===== config.mk =====
export PLATFORM = sky130hd
export DESIGN_NAME = pscl_loader
export DESIGN_NICKNAME = d
export VERILOG_FILES = /design/src/hw/pscl_pkg.sv /design/src/hw/pscl_fifo.sv /design/src/hw/pscl_loader.sv
export SDC_FILE = /design/constraint.sdc
export NUM_CORES = 1
export LEC_CHECK = 0
export ABC_AREA = 1
export BUFFER_PORTS_ARGS = -buffer_cell sky130_fd_sc_hd__buf_2
export CAP_MARGIN = 20
export CORE_ASPECT_RATIO = 0.5
export CORE_UTILIZATION = 35
export CTS_BUF_LIST = sky130_fd_sc_hd__clkbuf_16
export CTS_CLUSTER_SIZE = 30
export DETAILED_ROUTE_END_ITERATION = 10
export GPL_TIMING_DRIVEN = 0
export PLACE_DENSITY_LB_ADDON = 0.15
export SYNTH_ARGS = -nofsm -noshare
export SYNTH_HDL_FRONTEND = slang
export SYNTH_SLANG_ARGS = --single-unit

===== constraint.sdc =====
create_clock -name ref_clk -period 7.1 [get_ports ref_clk]
set_input_delay 0 -clock ref_clk [delete_from_list [all_inputs] [get_ports ref_clk]]
set_output_delay 0 -clock ref_clk [all_outputs]
set_load 0.02 [all_outputs]

===== src/hw/pscl_pkg.sv =====
// Constants shared by the passive serial configuration loader
// Functional notes
// - First chip-select grounded; chain output feeds next
// - Chain output low when load completes
// - Shared request, status, clock, data, done lines
// - Detected error pulls shared status low
// - Auto-restart releases status within 40 us
// - User clock option paces entry to user mode
// - Identical data: all chip-selects grounded together
// - Chain output stays dedicated after configuration unless strapped as user I/O
// - Request low drives done, status low within 800 ns
// - Status released within 40 us, low 10 us
// - Internal oscillator: user mode 18 to 40 us
// - User clock: 4 clock periods plus 299 cycles; loader enters user mode after 299 user clock edges counted from done
// - Power-up holds status low 100 ms
// - Done held low until configuration completes
// - User mode: all lines high; request low restarts; chain output stays low here unless strapped as user I/O
// - Data sampled on rising load clock edge
// - Done released after all data received
package pscl_pkg;

  // Reference clock period in ns
  localparam int unsigned CLK_PERIOD_NS   = 50;
  // Documented times
  localparam int unsigned STATUS_LOW_US   = 10;
  localparam int unsigned RESTART_US      = 40;
  localparam int unsigned USER_MODE_US    = 18;
  localparam int unsigned POR_MS          = 100;
  localparam int unsigned REQ_FALL_NS     = 800;
  // Cycle counts: least times round up
  localparam int unsigned STATUS_LOW_CYC  =
    (STATUS_LOW_US * 1000 + CLK_PERIOD_NS - 1) / CLK_PERIOD_NS;
  localparam int unsigned USER_MODE_CYC   =
    (USER_MODE_US * 1000 + CLK_PERIOD_NS - 1) / CLK_PERIOD_NS;
  // Longest times round down
  localparam int unsigned RESTART_CYC     =
    (RESTART_US * 1000) / CLK_PERIOD_NS;
  localparam int unsigned POR_CYC_DEF     =
    (POR_MS * 1000 * 1000) / CLK_PERIOD_NS;
  // User clock edges to user mode, counted once init begins; init
  // starts earlier than the 4-period user clock start-up after done
  localparam int unsigned USER_CLK_CYC    = 299;
  // Configuration image length in bits (plain default)
  localparam int unsigned IMAGE_BITS_DEF  = 64;
  // FIFO shape
  localparam int unsigned FIFO_WIDTH      = 8;
  localparam int unsigned FIFO_DEPTH      = 8;
  // Width of the general timer
  localparam int unsigned TMR_W           = 22;

  // Loader sequence
  typedef enum logic [2:0] {
    ST_POR    = 3'b000,
    ST_RESET  = 3'b001,
    ST_WAIT   = 3'b010,
    ST_LOAD   = 3'b011,
    ST_PASS   = 3'b100,
    ST_INIT   = 3'b101,
    ST_USER   = 3'b110,
    ST_ERROR  = 3'b111
  } pscl_state_type;

endpackage : pscl_pkg


===== src/hw/pscl_fifo.sv =====
// Small synchronous FIFO for configuration bytes
`timescale 1ns/1ps
`default_nettype none
module pscl_fifo #(
  parameter int unsigned WIDTH = 8,
  parameter int unsigned DEPTH = 8
) (
  // Clock and reset
  input  wire logic             ref_clk,
  input  wire logic             rst,
  input  wire logic             flush,
  // Fill side
  input  wire logic             in_valid,
  output logic                  in_ready,
  input  wire logic [WIDTH-1:0] in_data,
  // Drain side
  output logic                  out_valid,
  input  wire logic             out_ready,
  output logic [WIDTH-1:0]      out_data
);
  localparam int unsigned AW = $clog2(DEPTH);

  logic [WIDTH-1:0] mem [DEPTH];    // Storage
  logic [AW-1:0]    wr_ptr_reg;     // Write index
  logic [AW-1:0]    rd_ptr_reg;     // Read index
  logic [AW:0]      count_reg;      // Fill level
  logic             push;
  logic             pop;

  assign in_ready  = (count_reg != (AW+1)'(DEPTH));
  assign out_valid = (count_reg != '0);
  assign out_data  = mem[rd_ptr_reg];
  assign push      = in_valid && in_ready;
  assign pop       = out_valid && out_ready;

  // Storage write
  always_ff @(posedge ref_clk) begin
    if (push) begin
      mem[wr_ptr_reg] <= in_data;
    end
  end

  // Pointers and level
  always_ff @(posedge ref_clk) begin
    if (rst || flush) begin
      wr_ptr_reg <= '0;
      rd_ptr_reg <= '0;
      count_reg  <= '0;
    end else begin
      if (push) begin
        wr_ptr_reg <= (wr_ptr_reg == AW'(DEPTH-1)) ? '0 : wr_ptr_reg + 1'b1;
      end
      if (pop) begin
        rd_ptr_reg <= (rd_ptr_reg == AW'(DEPTH-1)) ? '0 : rd_ptr_reg + 1'b1;
      end
      if (push && !pop) begin
        count_reg <= count_reg + 1'b1;
      end else if (pop && !push) begin
        count_reg <= count_reg - 1'b1;
      end
    end
  end
endmodule : pscl_fifo
`default_nettype wire


===== src/hw/pscl_loader.sv =====
// Passive serial configuration loader of one chained device
`timescale 1ns/1ps
`default_nettype none
module pscl_loader import pscl_pkg::*; #(
  parameter int unsigned POR_CYC    = POR_CYC_DEF,
  parameter int unsigned IMAGE_BITS = IMAGE_BITS_DEF
) (
  // Clock and reset
  input  wire logic        ref_clk,
  input  wire logic        rst,
  // Configuration pins from the host
  input  wire logic        config_req_n_in,
  input  wire logic        serial_load_clock,
  input  wire logic        serial_load_data,
  input  wire logic        chip_select_in_n,
  input  wire logic        user_init_clock,
  // Shared open-drain status line
  input  wire logic        status_n_in,
  output logic             status_n_out,
  output logic             status_n_oe,
  // Shared open-drain done line
  input  wire logic        done_in,
  output logic             done_out,
  output logic             done_oe,
  // Chain output to the next device
  output logic             chain_enable_out_n,
  // Option straps
  input  wire logic        auto_restart_en,
  input  wire logic        user_clock_en,
  input  wire logic        chain_out_user_io,
  input  wire logic        chain_out_user_val,
  // Core side
  output logic             user_mode,
  output logic [7:0]       cfg_byte,
  output logic             cfg_byte_valid,
  input  wire logic        cfg_byte_ready,
  input  wire logic        cfg_error
);
  // Two-stage synchronisers
  logic [1:0] req_sync_reg;
  logic [1:0] serial_load_clock_sync_reg;
  logic [1:0] data_sync_reg;
  logic [1:0] ce_sync_reg;
  logic [1:0] uclk_sync_reg;
  logic [1:0] status_sync_reg;
  logic [1:0] done_sync_reg;
  logic       serial_load_clock_prev_reg;        // Last synced load clock
  logic       uclk_prev_reg;        // Last synced user clock
  logic       serial_load_clock_rise;
  logic       uclk_rise;
  logic       req_n;
  logic       status_line;
  logic       done_line;

  // State and counters
  pscl_state_type state_reg;
  logic [TMR_W-1:0] tmr_reg;        // Time in state
  logic [31:0]      por_reg;        // Power-on delay
  logic [31:0]      bit_cnt_reg;    // Bits taken
  logic [8:0]       ucnt_reg;       // User clock edges
  logic [2:0]       sh_cnt_reg;     // Bit in byte
  logic [7:0]       sh_reg;         // Byte assembly
  logic             byte_push_reg;  // Byte ready for FIFO
  logic             fifo_in_ready;
  logic             fifo_flush;
  logic             fifo_valid;
  logic [7:0]       fifo_data;
  logic             fifo_overflow;  // Byte lost to a full buffer

  // Synchronise every host and shared-line pin; option straps are used directly
  always_ff @(posedge ref_clk) begin
    if (rst) begin
      req_sync_reg    <= 2'b11;
      serial_load_clock_sync_reg   <= 2'b00;
      data_sync_reg   <= 2'b00;
      ce_sync_reg     <= 2'b11;
      uclk_sync_reg   <= 2'b00;
      status_sync_reg <= 2'b00;
      done_sync_reg   <= 2'b00;
    end else begin
      req_sync_reg    <= {req_sync_reg[0], config_req_n_in};
      serial_load_clock_sync_reg   <= {serial_load_clock_sync_reg[0], serial_load_clock};
      data_sync_reg   <= {data_sync_reg[0], serial_load_data};
      ce_sync_reg     <= {ce_sync_reg[0], chip_select_in_n};
      uclk_sync_reg   <= {uclk_sync_reg[0], user_init_clock};
      status_sync_reg <= {status_sync_reg[0], status_n_in};
      done_sync_reg   <= {done_sync_reg[0], done_in};
    end
  end

  // Edge memory for clocks taken from pins
  always_ff @(posedge ref_clk) begin
    if (rst) begin
      serial_load_clock_prev_reg <= 1'b0;
      uclk_prev_reg <= 1'b0;
    end else begin
      serial_load_clock_prev_reg <= serial_load_clock_sync_reg[1];
      uclk_prev_reg <= uclk_sync_reg[1];
    end
  end

  assign serial_load_clock_rise   = serial_load_clock_sync_reg[1] && !serial_load_clock_prev_reg;
  assign uclk_rise   = uclk_sync_reg[1] && !uclk_prev_reg;
  assign req_n       = req_sync_reg[1];
  assign status_line = status_sync_reg[1];
  assign done_line   = done_sync_reg[1];

  // Power-on delay counter
  always_ff @(posedge ref_clk) begin
    if (rst) begin
      por_reg <= '0;
    end else if (state_reg == ST_POR && por_reg < POR_CYC) begin
      por_reg <= por_reg + 1'b1;
    end
  end

  // Main sequence
  always_ff @(posedge ref_clk) begin
    if (rst) begin
      state_reg <= ST_POR;
      tmr_reg   <= '0;
    end else if (state_reg != ST_POR && !req_n) begin
      // Request low restarts from any state except power-up
      state_reg <= ST_RESET;
      tmr_reg   <= '0;
    end else begin
      tmr_reg <= (&tmr_reg) ? tmr_reg : tmr_reg + 1'b1;
      case (state_reg)
        ST_POR: begin
          // Status held low for the whole power-on delay
          if (por_reg >= POR_CYC) begin
            state_reg <= ST_RESET;
            tmr_reg   <= '0;
          end
        end
        ST_RESET: begin
          // Request is high here; status low at least 10 us
          if (tmr_reg >= TMR_W'(STATUS_LOW_CYC - 1)) begin
            state_reg <= ST_WAIT;
            tmr_reg   <= '0;
          end
        end
        ST_WAIT: begin
          // Wait until every device lets status rise
          if (status_line) begin
            state_reg <= ce_sync_reg[1] ? ST_WAIT : ST_LOAD;
            tmr_reg   <= '0;
          end
        end
        ST_LOAD: begin
          // Lost status, core error or lost byte stops the load
          if (!status_line || cfg_error || fifo_overflow) begin
            state_reg <= ST_ERROR;
            tmr_reg   <= '0;
          end else if (serial_load_clock_rise &&
                       bit_cnt_reg == IMAGE_BITS - 1) begin
            // Last bit of the image taken
            state_reg <= ST_PASS;
            tmr_reg   <= '0;
          end
        end
        ST_PASS: begin
          // Others in the chain still loading; shared done rises
          if (!status_line || fifo_overflow) begin
            state_reg <= ST_ERROR;
            tmr_reg   <= '0;
          end else if (done_line) begin
            state_reg <= ST_INIT;
            tmr_reg   <= '0;
          end
        end
        ST_INIT: begin
          if (user_clock_en) begin
            // Paced by the user clock alone
            if (ucnt_reg >= 9'(USER_CLK_CYC)) begin
              state_reg <= ST_USER;
            end
          end else if (tmr_reg >= TMR_W'(USER_MODE_CYC)) begin
            // Internal oscillator: fixed wait after done rose
            state_reg <= ST_USER;
          end
        end
        ST_USER: begin
          // Left only when the request falls
          state_reg <= ST_USER;
        end
        ST_ERROR: begin
          // Auto-restart releases status after the time-out
          if (auto_restart_en &&
              tmr_reg >= TMR_W'(RESTART_CYC - 1)) begin
            state_reg <= ST_WAIT;
            tmr_reg   <= '0;
          end
        end
        default: begin
          // Unused code: start over from power-up
          state_reg <= ST_POR;
        end
      endcase
    end
  end

  // Bit counter and byte assembly
  always_ff @(posedge ref_clk) begin
    if (rst || state_reg == ST_RESET || state_reg == ST_WAIT) begin
      bit_cnt_reg   <= '0;
      sh_cnt_reg    <= '0;
      sh_reg        <= '0;
      byte_push_reg <= 1'b0;
    end else begin
      // Push strobe lasts one cycle
      byte_push_reg <= 1'b0;
      if (state_reg == ST_LOAD && serial_load_clock_rise) begin
        // Bits arrive least significant first
        sh_reg      <= {data_sync_reg[1], sh_reg[7:1]};
        sh_cnt_reg  <= sh_cnt_reg + 1'b1;
        bit_cnt_reg <= bit_cnt_reg + 1'b1;
        if (sh_cnt_reg == 3'h7) begin
          byte_push_reg <= 1'b1;
        end
      end
    end
  end

  // User clock edges counted after done rises
  always_ff @(posedge ref_clk) begin
    if (rst || state_reg != ST_INIT) begin
      ucnt_reg <= '0;
    end else if (uclk_rise && ucnt_reg != 9'h1_FF) begin
      // Saturates instead of wrapping
      ucnt_reg <= ucnt_reg + 1'b1;
    end
  end

  // Pin drivers, all from flops
  always_ff @(posedge ref_clk) begin
    if (rst) begin
      status_n_out       <= 1'b0;
      status_n_oe        <= 1'b1;
      done_out           <= 1'b0;
      done_oe            <= 1'b1;
      chain_enable_out_n <= 1'b1;
      user_mode          <= 1'b0;
    end else begin
      // Status held low in power-up, reset and error
      status_n_out <= 1'b0;
      status_n_oe  <= (state_reg == ST_POR || state_reg == ST_ERROR ||
                       (state_reg == ST_RESET) || !req_n);
      // Done held low until own image is complete
      done_out <= 1'b0;
      done_oe  <= !(state_reg == ST_PASS || state_reg == ST_INIT ||
                    state_reg == ST_USER) || !req_n;
      // Chain output low once own load finished
      if (state_reg == ST_USER && chain_out_user_io) begin
        // Strap frees the pin only in user mode
        chain_enable_out_n <= chain_out_user_val;
      end else begin
        chain_enable_out_n <= !(state_reg == ST_PASS ||
                                state_reg == ST_INIT ||
                                state_reg == ST_USER);
      end
      user_mode <= (state_reg == ST_USER) && req_n;
    end
  end

  // A request restart drops bytes of the broken image; auto-restart keeps them
  assign fifo_flush = (state_reg == ST_RESET);

  // Byte buffer toward the core
  pscl_fifo #(
    .WIDTH (FIFO_WIDTH),
    .DEPTH (FIFO_DEPTH)
  ) u_fifo (
    .ref_clk   (ref_clk),
    .rst       (rst),
    .flush     (fifo_flush),
    .in_valid  (byte_push_reg),
    .in_ready  (fifo_in_ready),
    .in_data   (sh_reg),
    .out_valid (fifo_valid),
    .out_ready (cfg_byte_ready && !cfg_byte_valid),
    .out_data  (fifo_data)
  );

  // Output stage of the buffer; overflow is a load error
  always_ff @(posedge ref_clk) begin
    if (rst || fifo_flush) begin
      cfg_byte       <= '0;
      cfg_byte_valid <= 1'b0;
    end else if (!cfg_byte_valid && fifo_valid && cfg_byte_ready) begin
      // Take one byte while the core is ready
      cfg_byte       <= fifo_data;
      cfg_byte_valid <= 1'b1;
    end else begin
      // Strobe drops after one cycle
      cfg_byte_valid <= 1'b0;
    end
  end

  // Core stall overflowing the buffer counts as a load error
  assign fifo_overflow = byte_push_reg && !fifo_in_ready;
endmodule : pscl_loader
`default_nettype wire


Word-level counts from Yosys, hierarchy flattened
Memories as Yosys holds them, arrays and structs flattened. A register that Yosys moved wholly into a read port is not among the register bits. Index checks and enable logic that the tools add are counted.

Bits in registers: 141. RAM bits: 64. Memories kept: 1. Logic and storage cells: 154. Bits of input ports: 15.

Memories: u_fifo.mem (depth 8, width 8, read ports 1, clocked after memory_dff 1, write ports 1, RTL line pscl_fifo.sv:23) `logic [WIDTH-1:0] mem [DEPTH];`.

Mux-type cells: 33. Bitwise logic cells: 1. Equal/unequal tests: 30. $add $sub $neg: 9. Order comparisons: 6. Reductions and logical operators: 48.

Operators by type and width (count): 2-to-1 mux 22 bit (9); case mux 22 bit (6 select lines) (1); adder 32 x 1 -> 32 bit, second input constant (2); 2-to-1 mux 3 bit (13); equality test 32 x 6 -> 1 bit, second input constant (1); greater-or-equal comparator 32 x 21 -> 1 bit, second input constant (1); < comparator 32 x 21 -> 1 bit, second input constant (1); != test 3 bit, second input constant (8); case mux 3 bit (8 select lines) (1); adder 22 x 1 -> 22 bit, second input constant (1); greater-or-equal comparator 22 x 10 -> 1 bit, second input constant (1); greater-or-equal comparator 22 x 8 -> 1 bit, second input constant (1); greater-or-equal comparator 22 x 9 -> 1 bit, second input constant (1); AND reduction 22 bit (1); equality test 3 bit, second input constant (7); != test 4 bit, second input constant (5); logical AND 1 bit (18); AND reduction 8 bit (2); logical OR 1 bit (12); adder 3 x 1 -> 3 bit, second input constant (3); adder 9 x 1 -> 9 bit, second input constant (1); greater-or-equal comparator 9 bit, second input constant (1); logical NOT 1 bit (9); != test 9 bit, second input constant (1); 15 further kinds (26).

Logic depth before layout (Yosys ltp)
Depth after elaboration: 7. Depth in mapped cells: 14.

Modules after synthesis
From an unflattened synthesis, not the netlist that was laid out.

Cells, all modules: 1326. Area total of the unflattened synthesis: 10203.5 um^2.

By module, submodules not included: pscl_loader (instances 1, cells each 1017, area an instance 6885.4 um^2, sequential area each 2782.7 um^2); pscl_fifo (instances 1, cells each 309, area an instance 3318.2 um^2, sequential area each 2182.1 um^2).

Worst setup path after synthesis
Ideal clock, no wire load.

Kind: reg2reg. Start: register u_fifo.count_reg[0]. End: register u_fifo.count_reg[3]. Buffers on the path: 1. Cell stages (with the launch flop): 15. Slack: 4.747 ns. Period minus slack after synthesis: 2.353 ns. Data required time: 6.981 ns. Arrival: 2.233 ns. Path through: dfxtp_1 > nor2_1 > nand3_1 > nand2_1 > clkbuf_1 > ha_1 > inv_1 > ha_1 > a21o_1 > a21oi_1 > nor2_1 > nor2_1 > nand2_1 > o21ai_0 > a21oi_1.

Word-level cells in the longest chain between the ends: 5. Elaborated cells on any way between the ends: 13. Classes of those cells: add/sub: 2; eq/ne: 1; mux: 2; reduce/logical: 8.

Ends and longest elaborated chain: start: declaration (RTL line pscl_fifo.sv:26) `logic [AW:0] count_reg;`; start signal: assignment (RTL line pscl_fifo.sv:57) `count_reg <= count_reg + 1'b1;`; start signal: assignment (RTL line pscl_fifo.sv:59) `count_reg <= count_reg - 1'b1;`; branches (longest 5 deep; another with subtractor 4 x 1 -> 4 bit).

Parallel ways; which one is timed is not known. The select of a mux whose other input is x is not followed. A chain may end at the register's enable or synchronous reset.

Worst setup path after layout
Ends and elaborated chain as after synthesis.

==> flow_summary.json <==
{
  "post-layout-total-power_mw": 3.088,
  "maximum_level_of_the_cts_h_tree": 1,
  "syn2layout_area_growth_pct": 14.12,
  "netlist_area_sq_mm": 0.009916,
  "worstSetupPathDepth": 14,
  "worst_slew_margin": 0.3413,
  "worstSetupPathType": "flop to flop",
  "timing.setup.tns_ns": 0,
  "cts_resized": 0,
  "worst_min_path_class": "input pin to flop",
  "cap_violations": 0,
  "timing.critical_path.cells": "nor2_1 -> nand3_1 -> nand2_1 -> clkbuf_1 -> ha_1 -> inv_1 -> ha_1 -> a21o_1 -> a21oi_1 -> nor2_1 -> nor2_1 -> nand2_1 -> o21ai_0 -> a21oi_1",
  "yosys_register_bits": 213,
  "global_placer_s_final_weighted_congestion": 0.8807,
  "hold_violations": 0,
  "critPathTopFamily": "simple AND/OR/NAND/NOR gates",
  "timing.reg2reg.worst_path_depth": 14,
  "drc": 0,
  "detailed_route_wire_length_per_cell_microns": 13.92,
  "critical_path.reg2reg.endpoint": "u_fifo.count_reg[3]",
  "cts_tree": "built",
  "route.final.wire_length_mm": 23.84,
  "drtAntennaViolNets": 0,
  "required_ns": 7.50,
  "synthesis.instances": 1255,
  "clk_pin_slew_ns": 0.06,
  "maximum_number_of_pins_on_one_net_before_global_route_repair": 15,
  "timing.critical_path.from_type": "flop",
  "drt_first_pass_iters": 5,
  "synth-edff-count": 64,
  "drt-initial-drc-count": 581,
  "critical_path.reg2reg.startpoint": "u_fifo.count_reg[0]",
  "clock_skews_ns": 0.01131,
  "inserted_diodes": 0,
  "worstPathArrival_ns": 3.28,
  "critical_path.n_buffers_inverters": 2,
  "final_net_count": 1348,
  "holdPathStages": 6,
  "num_rows": 43,
  "run_status": "finished, final reports clean",
  "clkSinkCount": 213,
  "floorplan.initialDensity": 0.3572,
  "post-route-period-util": 0.4050,
  "final_layout_size_suffix_gt1_frac": 0.07143,
  "number_of_input_and_output_port_buffers_inserted": 26,
  "synth_warnings": 0,
  "hp-start": "cfg_byte_ready",
  "async_reset_ff_frac": 0,
  "place.detailed.hpwl_mm": 17.23,
  "worstHoldEndpoint": "cfg_byte[1]",
  "grt_first_pass_wirelength_mm": 39.63,
  "cts_max_path_buffers": 3,
  "worst-slew-pin-transition_ns": 0.9844,
  "detailroute.via_count": 8343,
  "clk_root_buffer_cell": "sky130_fd_sc_hd__clkbuf_16",
  "placement.setup.worst_slack_ns": 4.206,
  "syn-mean-instance-area_sq_um": 7.901,
  "worst-r2r-setup-slack_ns": 4.22,
  "grt_use_total": 0.1676,
  "grt_pass1_vias": 7915,
  "number_of_antenna_violations_at_the_first_check_in_global_routing": 0,
  "die_w_microns": 240.0,
  "number_of_hold_buffers_added_after_cts": 10,
  "post_layout_nonfiller_instances": 1712,
  "finalMaxSlewViolations": 0,
  "post_cts_buffers": 0,
  "largest_register_ffs": 64,
  "floorplan.die.height_microns": 121.0,
  "tritoncts.num_buffers": 22,
  "critPathMostFrequentCell": "sky130_fd_sc_hd__nor2_1",
  "setup_viol_count_final": 0,
  "vias_per_cell": 4.873,
  "path_max_fanout": 10,
  "globalRoute.totalOverflow": 0,
  "boundaryPins": 30,
  "number_of_different_library_cells_in_the_post_synthesis_netlist": 54,
  "ys_dominant_reg_cell": "sky130_fd_sc_hd__dfxtp_1",
  "max_stage_delay_ns": 0.50,
  "timing.critical_path.to_type": "flop",
  "achievable_frequency_mhz": 347.8,
  "power_density_mw_per_mm2": 272.9,
  "period_minus_slack_ns": 2.875,
  "dieArea_sq_mm": 0.02905,
  "clkLatencyLatePin_ns": 0.52,
  "place_inst": 1664,
  "cellLeakagePower_nw": 4.319,
  "layout.filler_cells": 2891,
  "synth_seq_area_share": 0.4946,
  "design.core.area_sq_mm": 0.02776,
  "critPathSlowestCell": "sky130_fd_sc_hd__clkbuf_1",
  "post-route-worst-setup-slack_ns": 4.225,
  "peakVddDrop_mv": 0.1376,
  "unrepaired_setup_endpoints_after_global_routing": "false"
}
-- cells in the mapped netlist (3+ instances only) --
cell | number | area, sq um
sky130_fd_sc_hd__clkinv_2 | 3 | 15.01
sky130_fd_sc_hd__o221ai_1 | 8 | 70.07
sky130_fd_sc_hd__nand2_2 | 3 | 18.77
sky130_fd_sc_hd__dfxtp_1 | 149 | 2983
sky130_fd_sc_hd__o211ai_1 | 9 | 67.56
sky130_fd_sc_hd__buf_2 | 4 | 20.02
sky130_fd_sc_hd__nor3b_1 | 5 | 37.54
sky130_fd_sc_hd__nor2_4 | 5 | 56.30
sky130_fd_sc_hd__nand4_1 | 37 | 231.5
sky130_fd_sc_hd__or2_2 | 6 | 37.54
sky130_fd_sc_hd__edfxtp_1 | 64 | 1922
sky130_fd_sc_hd__xor2_1 | 21 | 183.9
sky130_fd_sc_hd__o22ai_1 | 8 | 50.05
sky130_fd_sc_hd__nor2_1 | 219 | 822.0
sky130_fd_sc_hd__nand3_1 | 61 | 305.3
sky130_fd_sc_hd__clkbuf_1 | 21 | 78.83
sky130_fd_sc_hd__nand2_1 | 214 | 803.3
sky130_fd_sc_hd__a21oi_1 | 75 | 375.4
sky130_fd_sc_hd__ha_1 | 16 | 200.2
sky130_fd_sc_hd__xnor2_1 | 4 | 35.03
sky130_fd_sc_hd__nor3_1 | 37 | 185.2
sky130_fd_sc_hd__o21ai_0 | 85 | 425.4
sky130_fd_sc_hd__nor2_2 | 3 | 18.77
sky130_fd_sc_hd__inv_2 | 3 | 11.26
sky130_fd_sc_hd__inv_1 | 149 | 559.3
sky130_fd_sc_hd__nor4_1 | 7 | 43.79
-- report_power, final --
part | internal (mW) | switching, mW | total (mW)
Sequential | 1.30 | 0.0523 | 1.35
Clock | 0.653 | 0.478 | 1.13
Combinational | 0.183 | 0.422 | 0.604
Total | 2.14 | 0.952 | 3.09
-- metrics by stage --
stage	area (sq um)	hold WS [ns]	util
after CTS	11320	0.01888	0.4076
after global routing	11320	0.09394	0.4076
final	11320	0.02656	0.4076
after floorplan	9920	0.1038	-
after global placement	10530	0.1900	0.3792
after detailed placement	10530	0.2002	0.3792
-- layout make-up --
cell class	count	area (sq um)	area share
Inverter	156	589.3	0.05208
Clock inverter	15	112.6	0.009951
Sequential cell	213	4905	0.4334
Clock buffer	23	575.6	0.05086
Buffer	30	132.6	0.01172
Multi-Input combinational cell	857	4293	0.3794
Tap cell	382	478.0	0.04224
Timing Repair Buffer	36	230.2	0.02034
-- cell families after synthesis --
| logic type | Yosys count | synth area share |
|---|---|---|
| compound gates | 200 | 0.1113 |
| xor+xnor | 25 | 0.02208 |
| fa+ha+maj | 17 | 0.02221 |
| buf+inv | 186 | 0.07281 |
| flops | 213 | 0.4946 |
| other cells | 1 | 0.0003782 |
| simple gates | 613 | 0.2766 |
-- layout by cell type (no fill, tap or decap), types with 30 or more instances in the layout --
cell,netlist,routed
sky130_fd_sc_hd__a21oi_1,75,75
sky130_fd_sc_hd__buf_2,4,30
sky130_fd_sc_hd__dfxtp_1,149,149
sky130_fd_sc_hd__edfxtp_1,64,64
sky130_fd_sc_hd__inv_1,149,153
sky130_fd_sc_hd__nand2_1,214,214
sky130_fd_sc_hd__nand3_1,61,61
sky130_fd_sc_hd__nand4_1,37,37
sky130_fd_sc_hd__nor2_1,219,219
sky130_fd_sc_hd__nor3_1,37,37
sky130_fd_sc_hd__o21ai_0,85,85
-- metal layers --
metal,vias to the layer above,share of wire,GRT usage
met4,0,0.011,0.02747
met2,137,0.45,0.2746
met3,23,0.042,0.03003
li1,4291,-,-
met1,3892,0.49,0.2332
met5,-,0,0
-- worst max path at each step --
stage | start | end | slack [ns]
after floorplan | u_fifo.count_reg[0] | u_fifo.count_reg[3] | 4.75
after global placement | u_fifo.count_reg[0] | u_fifo.count_reg[3] | 4.22
after detailed placement | u_fifo.count_reg[0] | u_fifo.count_reg[3] | 4.21
after CTS | u_fifo.count_reg[0] | u_fifo.count_reg[3] | 4.19
after global routing | u_fifo.count_reg[0] | u_fifo.count_reg[3] | 3.89
final | u_fifo.count_reg[0] | u_fifo.count_reg[3] | 4.22
-- worst reg2reg max path: cells and delay by family (launching register included) --
family	cells	cell delay, ns
and+or+nand+nor	6	0.70
buffers and inverters	2	0.60
adders and majority gates	2	0.58
AOI/OAI and AO/OA	4	0.53
DFF	1	0.35
No activity file was read; power rests on OpenSTA's default activity.
